==> src/rtl/triple_pwm_map.svh <==
// Offsets, field positions, reset values and timing counts of the three-channel modulator
// What this block does
// - Three independent 10-bit pulse channels, each set by a period and a duty.
// - Each channel has a 10-bit up-counter behind a prescaler; read-only to software.
// - Counter enables: ch1 bit 3 of control A, ch2 bit 7 and ch3 bit 3 of control B.
// - Counter equal to period value clears on the next increment, starting a period.
// - Next increment after period match drives the pulse output high.
// - Next increment after period match copies duty buffer into duty latch.
// - Next increment after period match sets the period match flag, but only while that channel's pulse output is enabled.
// - Period is (period value + 1) ticks of base clock times prescale ratio.
// - Duty latch equal to counter drives the output low for the rest of period.
// - Duty buffer writable anytime; moves to the latch only at period restart.
// - High time equals duty value ticks times base divide times prescale ratio, plus one clock.
// - A comparator match that changes the output sets the counter match flag.
// - Prescaler select 000 divides the counter clock by 2.
// - Instruction clock select 0 makes one base tick two oscillator periods.
// - Prescaler select chooses divide by 2 to 256 and is cleared by reset.
// - Counters stop in sleep unless an analog conversion is running.
`ifndef TRIPLE_PWM_MAP_SVH
`define TRIPLE_PWM_MAP_SVH

// Control registers keep their word index; byte address is four times it
`define CTRL_A_IDX      5
`define CTRL_B_IDX      6
// Register byte offsets on the APB, one aligned word each
`define CTRL_A_OFS      12'h0014
`define CTRL_B_OFS      12'h0018
`define STATUS_OFS      12'h0010
`define MASK_OFS        12'h001C
`define PERIOD0_OFS     12'h0020
`define DUTY0_OFS       12'h0030
`define COUNT0_OFS      12'h0040
`define LATCH0_OFS      12'h0050
`define CHAN_STRIDE     12'h0004

// Field positions in the two control registers
`define CTRL_A_EN1_BIT  3
`define CTRL_A_PWM1_BIT 5
`define CTRL_A_PWM2_BIT 6
`define CTRL_A_PWM3_BIT 7
`define CTRL_B_EN2_BIT  7
`define CTRL_B_EN3_BIT  3
`define CTRL_A_RST      8'h00
`define CTRL_B_RST      8'h00

// Status layout: period flags in bits 2:0, counter flags in bits 6:4
`define STAT_PER_LSB    0
`define STAT_CNT_LSB    4
`define STAT_RST        8'h00

// Oscillator periods per base tick for each instruction clock select
`define BASE_DIV_SEL0   2
`define BASE_DIV_SEL1   4

`endif

==> src/rtl/triple_pwm_pkg.sv <==
// Types shared by the three-channel modulator
package triple_pwm_pkg;
   typedef logic [9:0] count_t;
   typedef struct packed {
      logic   counter_enable;
      logic   pulse_enable;
      logic [2:0] prescale_sel;
   } chan_cfg_s;
endpackage

==> src/rtl/triple_pwm.sv <==
// Three-channel 10-bit pulse width modulator with APB registers
//
// Our own choices: the register offsets and the APB interface to the registers.
`include "triple_pwm_map.svh"

module triple_pwm #(
   parameter int NCH = 3,
   parameter int CW  = 10
) (
   input  wire logic        clock_i,
   input  wire logic        reset_i,
   input  wire logic        psel_i,
   input  wire logic        penable_i,
   input  wire logic        pwrite_i,
   input  wire logic [11:0] paddr_i,
   input  wire logic [31:0] pwdata_i,
   output logic      [31:0] prdata_o,
   output logic             pready_o,
   output logic             pslverr_o,
   input  wire logic        instr_clock_periods_select_i,
   input  wire logic        sleep_i,
   input  wire logic        adc_running_i,
   output logic [NCH-1:0]   pulse_output_o,
   output logic             irq_o
);

   // Control registers and per-channel software values
   logic [7:0]    ctrl_a_reg, ctrl_a_next;
   logic [7:0]    ctrl_b_reg, ctrl_b_next;
   logic [7:0]    status_reg, status_next;
   logic [7:0]    mask_reg, mask_next;
   logic [CW-1:0] period_value_reg [NCH];
   logic [CW-1:0] period_value_next [NCH];
   logic [CW-1:0] duty_buffer_reg [NCH];
   logic [CW-1:0] duty_buffer_next [NCH];
   logic [31:0]   prdata_reg, prdata_next;

   // Channel datapath state
   logic [CW-1:0] period_counter_reg [NCH];
   logic [CW-1:0] period_counter_next [NCH];
   logic [CW-1:0] duty_latch_reg [NCH];
   logic [CW-1:0] duty_latch_next [NCH];
   logic [7:0]    presc_reg [NCH];
   logic [7:0]    presc_next [NCH];
   logic [NCH-1:0] pulse_reg;
   // Nets, so each channel drives its own bit
   wire logic [NCH-1:0] pulse_next;
   wire logic [NCH-1:0] per_evt;
   wire logic [NCH-1:0] cnt_evt;
   logic [1:0]    base_reg, base_next;
   logic          base_tick;
   logic          run_ok;
   triple_pwm_pkg::chan_cfg_s cfg [NCH];

   // Pin inputs pass two flip-flops before use
   logic [2:0] sync1_reg, sync2_reg;

   logic wr_en, rd_en;

   // APB: zero wait state, every access completes in its access phase
   assign wr_en     = psel_i & penable_i & pwrite_i;
   assign rd_en     = psel_i & ~penable_i & ~pwrite_i;
   assign pready_o  = 1'b1;
   assign pslverr_o = 1'b0;
   assign prdata_o  = prdata_reg;

   // Level synchroniser for select, sleep and conversion status
   always_ff @(posedge clock_i) begin
      if (reset_i) begin
         sync1_reg <= 3'h0;
         sync2_reg <= 3'h0;
      end else begin
         sync1_reg <= {instr_clock_periods_select_i, sleep_i, adc_running_i};
         sync2_reg <= sync1_reg;
      end
   end

   // Sleep stops the counters unless a conversion keeps them alive
   assign run_ok = ~sync2_reg[1] | sync2_reg[0];

   // Base tick: two or four oscillator periods per instruction cycle
   always_comb begin
      base_next = base_reg + 2'h1;
      base_tick = 1'b0;
      if (!sync2_reg[2]) begin
         base_tick = base_reg[0];
         if (base_reg[0])
            base_next = 2'h0;
      end else begin
         base_tick = (base_reg == 2'h3);
      end
   end

   always_ff @(posedge clock_i) begin
      if (reset_i)
         base_reg <= 2'h0;
      else
         base_reg <= base_next;
   end

   // Map the loose enable and prescaler fields onto each channel
   assign cfg[0] = '{ctrl_a_reg[`CTRL_A_EN1_BIT],
                     ctrl_a_reg[`CTRL_A_PWM1_BIT],
                     ctrl_a_reg[2:0]};
   assign cfg[1] = '{ctrl_b_reg[`CTRL_B_EN2_BIT],
                     ctrl_a_reg[`CTRL_A_PWM2_BIT],
                     ctrl_b_reg[6:4]};
   assign cfg[2] = '{ctrl_b_reg[`CTRL_B_EN3_BIT],
                     ctrl_a_reg[`CTRL_A_PWM3_BIT],
                     ctrl_b_reg[2:0]};

   // One datapath per channel: prescaler, counter, duty latch and output
   genvar g;
   generate
      for (g = 0; g < NCH; g++) begin : g_chan
         logic       ptick;
         logic [7:0] pmask;
         logic       pmatch;
         logic       dmatch;
         logic       pulse_nxt;
         logic       per_hit;
         logic       cnt_hit;

         assign pulse_next[g] = pulse_nxt;
         assign per_evt[g]    = per_hit;
         assign cnt_evt[g]    = cnt_hit;

         // Select 0..7 gives divide 2..256; ticks when the low bits wrap
         assign pmask = 8'((9'h002 << cfg[g].prescale_sel)
                           - 9'h001);
         assign ptick = base_tick & run_ok & cfg[g].counter_enable
                        & ((presc_reg[g] & pmask) == pmask);
         assign pmatch = (period_counter_reg[g] == period_value_reg[g]);
         assign dmatch = (duty_latch_reg[g] == period_counter_reg[g]);

         always_comb begin
            presc_next[g]          = presc_reg[g];
            period_counter_next[g] = period_counter_reg[g];
            duty_latch_next[g]     = duty_latch_reg[g];
            pulse_nxt              = pulse_reg[g];
            per_hit                = 1'b0;
            cnt_hit                = 1'b0;
            // Disabled counters hold, so the prescaler freezes too
            if (base_tick & run_ok & cfg[g].counter_enable)
               presc_next[g] = presc_reg[g] + 8'h01;
            if (ptick) begin
               if (pmatch) begin
                  period_counter_next[g] = '0;
                  duty_latch_next[g]     = duty_buffer_reg[g];
                  per_hit                = cfg[g].pulse_enable;
                  if (cfg[g].pulse_enable) begin
                     pulse_nxt = 1'b1;
                  end
               end else begin
                  period_counter_next[g] = period_counter_reg[g]
                                           + 1'b1;
               end
            end
            // Falls once the latch meets the count; high time is duty ticks plus one clock
            if (cfg[g].pulse_enable && dmatch && pulse_reg[g]
                && !(ptick && pmatch)) begin
               pulse_nxt = 1'b0;
               cnt_hit   = 1'b1;
            end
            if (!cfg[g].pulse_enable)
               pulse_nxt = 1'b0;
         end

         always_ff @(posedge clock_i) begin
            if (reset_i) begin
               presc_reg[g]          <= 8'h00;
               period_counter_reg[g] <= '0;
               duty_latch_reg[g]     <= '0;
            end else begin
               presc_reg[g]          <= presc_next[g];
               period_counter_reg[g] <= period_counter_next[g];
               duty_latch_reg[g]     <= duty_latch_next[g];
            end
         end
      end
   endgenerate

   always_ff @(posedge clock_i) begin
      if (reset_i)
         pulse_reg <= '0;
      else
         pulse_reg <= pulse_next;
   end

   assign pulse_output_o = pulse_reg;

   // Register writes; hardware event sets win over a write-one clear
   always_comb begin
      ctrl_a_next       = ctrl_a_reg;
      ctrl_b_next       = ctrl_b_reg;
      mask_next         = mask_reg;
      period_value_next = period_value_reg;
      duty_buffer_next  = duty_buffer_reg;
      status_next       = status_reg;
      if (wr_en) begin
         case (paddr_i)
            `CTRL_A_OFS: ctrl_a_next = pwdata_i[7:0] & 8'hEF;
            `CTRL_B_OFS: ctrl_b_next = pwdata_i[7:0];
            `MASK_OFS:   mask_next   = pwdata_i[7:0] & 8'h77;
            `STATUS_OFS: status_next = status_reg & ~pwdata_i[7:0];
            default: begin
               for (int i = 0; i < NCH; i++) begin
                  if (paddr_i == `PERIOD0_OFS + 12'(i) * `CHAN_STRIDE)
                     period_value_next[i] = pwdata_i[CW-1:0];
                  if (paddr_i == `DUTY0_OFS + 12'(i) * `CHAN_STRIDE)
                     duty_buffer_next[i] = pwdata_i[CW-1:0];
               end
            end
         endcase
      end
      status_next[`STAT_PER_LSB +: 3] = status_next[`STAT_PER_LSB +: 3]
                                       | per_evt;
      status_next[`STAT_CNT_LSB +: 3] = status_next[`STAT_CNT_LSB +: 3]
                                       | cnt_evt;
   end

   // Read mux: data captured in the setup phase, counters read-only
   always_comb begin
      prdata_next = prdata_reg;
      if (rd_en) begin
         prdata_next = 32'h0000_0000;
         case (paddr_i)
            `CTRL_A_OFS: prdata_next[7:0] = ctrl_a_reg;
            `CTRL_B_OFS: prdata_next[7:0] = ctrl_b_reg;
            `MASK_OFS:   prdata_next[7:0] = mask_reg;
            `STATUS_OFS: prdata_next[7:0] = status_reg;
            default: begin
               for (int i = 0; i < NCH; i++) begin
                  if (paddr_i == `PERIOD0_OFS + 12'(i) * `CHAN_STRIDE)
                     prdata_next[CW-1:0] = period_value_reg[i];
                  if (paddr_i == `DUTY0_OFS + 12'(i) * `CHAN_STRIDE)
                     prdata_next[CW-1:0] = duty_buffer_reg[i];
                  if (paddr_i == `COUNT0_OFS + 12'(i) * `CHAN_STRIDE)
                     prdata_next[CW-1:0] = period_counter_reg[i];
                  if (paddr_i == `LATCH0_OFS + 12'(i) * `CHAN_STRIDE)
                     prdata_next[CW-1:0] = duty_latch_reg[i];
               end
            end
         endcase
      end
   end

   always_ff @(posedge clock_i) begin
      if (reset_i) begin
         ctrl_a_reg <= `CTRL_A_RST;
         ctrl_b_reg <= `CTRL_B_RST;
         mask_reg   <= 8'h00;
         status_reg <= `STAT_RST;
         prdata_reg <= 32'h0000_0000;
         for (int i = 0; i < NCH; i++) begin
            period_value_reg[i] <= '0;
            duty_buffer_reg[i]  <= '0;
         end
      end else begin
         ctrl_a_reg       <= ctrl_a_next;
         ctrl_b_reg       <= ctrl_b_next;
         mask_reg         <= mask_next;
         status_reg       <= status_next;
         prdata_reg       <= prdata_next;
         period_value_reg <= period_value_next;
         duty_buffer_reg  <= duty_buffer_next;
      end
   end

   // Level interrupt while any unmasked flag stands
   assign irq_o = |(status_reg & mask_reg);

endmodule // triple_pwm

==> config.mk <==
export PLATFORM = sky130hd
export DESIGN_NAME = triple_pwm
export DESIGN_NICKNAME = d
export VERILOG_FILES = /design/src/rtl/triple_pwm_pkg.sv /design/src/rtl/triple_pwm.sv
export VERILOG_INCLUDE_DIRS = /design/src /design/src/rtl
export SDC_FILE = /design/constraint.sdc
export NUM_CORES = 1
export LEC_CHECK = 0
export ABC_AREA = 0
export CORE_ASPECT_RATIO = 0.9
export CORE_MARGIN = 5
export CORE_UTILIZATION = 45
export DETAILED_ROUTE_END_ITERATION = 16
export DONT_BUFFER_PORTS = 1
export PLACE_DENSITY = 0.64
export SETUP_SLACK_MARGIN = 0.3
export SLEW_MARGIN = 20
export SYNTH_ARGS = -nofsm -noshare
export SYNTH_HDL_FRONTEND = slang
export SYNTH_SLANG_ARGS = --single-unit
==> constraint.sdc <==
create_clock -name clock_i -period 6.88 [get_ports clock_i]
set_input_delay 0.688 -clock clock_i [delete_from_list [all_inputs] [get_ports clock_i]]
set_output_delay 0.688 -clock clock_i [all_outputs]
set_load 0.03 [all_outputs]
==> results of run 1 <==
-- per-layer routing --
layer | vias to the layer above | track usage
met1 | 4281 | 0.320
met3 | 64 | 0.0512
li1 | 4223 | -
met4 | 0 | 0.0879
met2 | 392 | 0.342
met5 | - | 0
-- cells by family (layout without fill, tap and decap cells) --
| kind of cell | Yosys count | in the layout | synth area share |
|---|---|---|---|
| DFF | 194 | 194 | 0.364 |
| adders and majority gates | 10 | 10 | 0.0117 |
| AOI/OAI and AO/OA | 213 | 213 | 0.132 |
| muxes | 114 | 114 | 0.113 |
| xor gates and xnor gates | 101 | 101 | 0.0830 |
| buffers and inverters | 132 | 51 | 0.0585 |
| and+or+nand+nor | 489 | 489 | 0.236 |
| other | 2 | 24 | 0.000705 |
-- cells in the final DEF (no fill, tap or decap), drive strengths merged, types with 10 or more instances in the layout --
cell type and n:
mux2i 107, ha 10, nand4 27, xnor2 65
dfxtp 194, nand2 121, a21oi 59, inv 23
nor3 30, nand2b 13, clkbuf 18, a22oi 13
nor2 167, a211oi 10, conb 24, nor2b 18
nor3b 13, o21ai 48, or3 10, nand3 29
nor4 21, xor2 36, o22ai 10
-- layout make-up --
type / instances / area, um^2 / share of cell area
clock buffer: 18 / 439 / 0.0392
clock inverter: 14 / 158 / 0.0141
multi-input combinational: 951 / 6240 / 0.558
sequential: 194 / 3880 / 0.347
inverter: 14 / 52.6 / 0.00469
timing repair buffer: 5 / 37.5 / 0.00335
tap: 302 / 378 / 0.0338
-- worst reg2reg max path: stages (launching register included) --
cell      delay (ps)
dfxtp_1          560
nor2_1           100
nand2_1           90
ha_1             270
nor4bb_1         230
o21ai_0          110
a41oi_1          520
nand3_1          850
nand2b_1         660
o21ba_2          220
-- worst paths after layout --
kind	start	endpoint	slack, ps
setup / recovery	ctrl_b_reg[6]	period_counter_reg[1][9]	3180
hold / removal	pwdata_i[7]	status_reg[7]	320
hold reg to reg	sync1_reg[0]	sync2_reg[0]	440
setup reg to reg	ctrl_b_reg[6]	period_counter_reg[1][9]	3180
-- power by group through the flow --
stage               clock network (uW)  registers [uW]  logic (uW)
finish                            1010            1130        72.2
CTS                               1020            1130        71.1
detailed placement                   0            1160        70.8
global placement                     0            1160        70.4
floorplan                            0            1160         102
global route                      1070            1130        77.4
-- stage by stage --
stage	total power (uW)	hold slack [ps]	cells	cell area, um^2	util
finish	2210	318	1498	11200	0.480
global route	2280	310	1498	11200	0.480
CTS	2220	308	1498	11200	0.480
detailed placement	1230	422	1466	10600	0.454
global placement	1230	417	1466	10600	0.454
floorplan	1260	414	1277	10700	-
==> reports/results.ini, run 1 <==
[sta]
tns_ps = 0
clock.fmax_mhz = 270
setup_viol = 0
slew_headroom = 0.299
worst_slack_ps = 3180
slew_viol_final = 0
finalCriticalPeriod_ps = 3700
finClkSkew_ps = 16.1
fin_crit_sh = 0.538
tightest_slew_ps = 1050
final_hold_viol_count = 0
rsz0062_at_grt = false

[die]
dieWidth_um = 172
coreArea_um2 = 23300
std_cell_rows = 53
initial_core_util = 0.457
io_pins = 90
die_area_um2 = 26900
die_y_um = 156

[critical_path]
path_cells = nor2_1, nand2_1, ha_1, nor4bb_1, o21ai_0, a41oi_1, nand3_1, nand2b_1, o21ba_2
reg2reg_depth = 9
path_delay_family = simple AND/OR/NAND/NOR gates
start_kind = flop
cp.depth = 9
slowest_stage = nand3_1
cp_slowest_stage_delay_ps = 850
worst-path-buf-inv = 0
cp_max_fo = 14
required_ps = 7230
crit_path_end_kind = flop
critical_path_class = flop to flop
worstPathArrival_ps = 4050

[logic_synthesis]
synth_ff_type = dfxtp_1
ys_seq_elements = 194
synth_edf_count = 0
synth.distinct_cells = 80
yosysTopAreaCell = dfxtp_1
yosys-top-cells-count = dfxtp_1, nor2_1, nand2_1
netlist_area_um2 = 10700
netlist.area_leader.share = 0.364
ys_warn_count = 0
synth_most_common_cell = dfxtp_1
avgSynthCellArea_um2 = 8.49
syn_inst = 1255
yosysSeqAreaShare = 0.364
netlist_top_cells_area = dfxtp_1, mux2i_1, nor2_1
synth_async_sr_flop_share = 0

[power_and_ir_drop]
p_int_uw = 1650
p_leak_uw = 0.00394
p_comb_frac = 0.033
pwr-share-clk = 0.455
vdd_drop_max_mv = 0.143
p_seq_frac = 0.512
p_switching_uw = 563
power_density_nw_per_um2 = 197
switching_share = 0.255

[drt]
first_pass_iters = 6
wl_um = 30700
top_layer_used = met4
drc = 0
antenna_left = 0
drt_iter0_drc = 1023
vias = 8960
routed-wl-met2_um = 13400
viasPerCell = 5.98
wl_per_cell_um = 20.5
wl_met1_um = 13500
met3_length_um = 2730

[grt]
grt_max_degree = 179
grt_pass1_vias = 8304
grt_use_total = 0.228
grt_overflow = 0
grt_pass1_wl_um = 47900
antenna_found_initial = 0

[layout]
layout-drive-gt1-share = 0.0686
final.fill_count = 2241
final_nets = 1245
syn2layout_area_growth_pct = 5.02
n_antenna_cell = 0

[clock_tree]
ctsResizeCount = 0
cts_tree = yes
clock-sinks = 194
cts_max_level = 4
cts_buffers = 17
cts_buffer_depth = 2
clk_latency_ps = 450
clk_pin_slew_worst_paths_ps = 80
hold_buffers = 0
root_buffer = clkbuf_16
cts_setup_buffers = 0

[placement]
gp_congestion = 0.929
numPortBuffers = 0
hpwl_um = 21400
pre_cts_ws_ps = 3210

[hold_path]
hold_class = input pin to flop
hold_path_depth = 1

[run_status]
status = finished clean

[flow_run]
drv_cap = 0

Note: power is estimated with default switching activity, not from simulation.
==> run 2, diff against run 1 <==
clock period = 3.5 ns   (was 6.88 ns; I/O delays follow)
==> reports/results.ini, run 2 (synthesis gave the netlist of run 1 again) <==
[run_status]
status = finished clean

[power_and_ir_drop]
p_comb_frac = 0.034  ; about the same
p_leak_uw = 0.00402  ; +2.1%
power_density_nw_per_um2 = 391  ; +98%
p_seq_frac = 0.502  ; -0.010
pwr-share-clk = 0.464  ; +0.009
vdd_drop_max_mv = 0.309  ; +120%
p_int_uw = 3350  ; +100%
p_switching_uw = 1080  ; +93%
switching_share = 0.244  ; -0.0103

[clock_tree]
cts_buffers = 17  ; unchanged
clk_latency_ps = 440  ; about the same
clk_pin_slew_worst_paths_ps = 80  ; about the same
cts_tree = yes
hold_buffers = 2  ; +2
cts_setup_buffers = 0  ; unchanged
clock-sinks = 194  ; unchanged
cts_max_level = 4  ; unchanged
cts_buffer_depth = 2  ; unchanged
ctsResizeCount = 0  ; unchanged
root_buffer = clkbuf_16

[drt]
wl_um = 31200  ; +1.6%
wl_per_cell_um = 20.6  ; +0.41%
first_pass_iters = 7  ; +1
viasPerCell = 5.95  ; -0.50%
antenna_left = 0  ; unchanged
drt_iter0_drc = 980  ; -4.2%
vias = 9022  ; +0.69%
drc = 0  ; unchanged

[critical_path]
slowest_stage = dfxtp_1
crit_path_end_kind = flop
required_ps = 3880  ; -3350 ps
critical_path_class = flop to flop
cp_slowest_stage_delay_ps = 550  ; -300 ps
path_cells = nor2_1, nand2_1, ha_1, nor3b_1, o21ai_0, a41oi_1, nand2_2, or4_1, a21oi_1
worstPathArrival_ps = 3180  ; -870 ps
start_kind = flop
cp_max_fo = 13  ; -1

[placement]
hpwl_um = 21600  ; +1.1%
placedCellCount = 1481  ; +1.0%
numPortBuffers = 0  ; unchanged
gp_congestion = 0.926  ; -0.28%

[sta]
slew_viol_final = 0  ; unchanged
clock.fmax_mhz = 356  ; +32%
fin_crit_sh = 0.802  ; +0.264
slew_headroom = 0.406  ; +0.107
setup_viol = 0  ; unchanged
whs_ps = 28.5  ; -289 ps
final_hold_viol_count = 0  ; unchanged
tns_ps = 0  ; unchanged
finalCriticalPeriod_ps = 2810  ; -897 ps
tightest_slew_ps = 889  ; -160 ps
finClkSkew_ps = 19.2  ; +3.09 ps
rsz0062_at_grt = false

[layout]
layout-drive-gt1-share = 0.0799  ; +0.0113
stdcell_count = 1516  ; +1.2%
final_nets = 1263  ; +1.4%
final_common_cell = dfxtp_1
syn2layout_area_growth_pct = 6.54
most-common-layout-cells = dfxtp_1, nor2_1, nand2_1, mux2i_1, xnor2_1
n_antenna_cell = 0  ; unchanged

[grt]
grt_pass1_vias = 8508  ; +2.5%
grt_use_total = 0.233  ; +0.00470
antenna_found_initial = 0  ; unchanged
grt_overflow = 0  ; unchanged
grt_pass1_wl_um = 48900  ; +2.1%
grt_max_degree = 179  ; unchanged

[die]
io_pins = 90  ; unchanged
std_cell_rows = 53  ; unchanged
die_area_um2 = 26900  ; unchanged
dieWidth_um = 172  ; unchanged
die_y_um = 156  ; unchanged
coreArea_um2 = 23300  ; unchanged
initial_core_util = 0.457  ; unchanged

[hold_path]
hold_class = input pin to flop

[flow_run]
drv_cap = 0  ; unchanged

==> run 2: power by group through the flow <==
stage | sequential [uW] | combinational, uW | clock [uW]
2_1_floorplan | 2280 | 201 | 0
3_3_place_gp | 2280 | 141 | 0
3_5_place_dp | 2280 | 141 | 0
4_1_cts | 2230 | 145 | 2090
5_1_grt | 2230 | 161 | 2180
6_report | 2230 | 151 | 2060
==> run 2: critical path: cells and delay by family (launching register included) <==
kind / cells / cell delay, ps
AND/OR/NAND/NOR: 5 / 1180
AO/OA/AOI/OAI: 3 / 760
flip-flops: 1 / 550
adder cells (fa/ha/maj): 1 / 260
==> run 2: area by class of cell <==
type	instances	area (um^2)
Timing Repair Buffer	23	180
Multi-Input combinational cell	951	6240
Sequential cell	194	3880
Tap cell	302	378
Clock inverter	15	196
Inverter	14	52.6
Fill cell	2280	12000
Clock buffer	17	425
==> run 2: through the flow <==
| step | area, um^2 | worst slack [ps] | power [uW] | util |
|---|---|---|---|---|
| 6_report | 11400 | 693 | 4440 | 0.486 |
| 5_1_grt | 11400 | 353 | 4570 | 0.486 |
| 4_1_cts | 11300 | 682 | 4460 | 0.486 |
| 3_5_place_dp | 10700 | 718 | 2420 | 0.459 |
| 3_3_place_gp | 10700 | 752 | 2420 | 0.459 |
| 2_1_floorplan | 10700 | 901 | 2480 | - |
==> run 2: worst paths after layout <==
path	from	to	slack [ps]	depth (start not counted)
max reg2reg	ctrl_b_reg[6]	period_counter_reg[1][8]	690	9
max	ctrl_b_reg[6]	period_counter_reg[1][8]	690	9
min	reset_i	period_value_reg[8]	30	1
min reg2reg	sync1_reg[2]	sync2_reg[2]	450	1
==> run 2: per-layer routing <==
| metal | GRT usage | vias up | wire length (um) |
|---|---|---|---|
| met5 | 0 | - | 0 |
| met4 | 0.0790 | 0 | 944 |
| met3 | 0.0492 | 78 | 2490 |
| met2 | 0.360 | 381 | 13900 |
| met1 | 0.323 | 4299 | 13800 |
| li1 | - | 4264 | - |
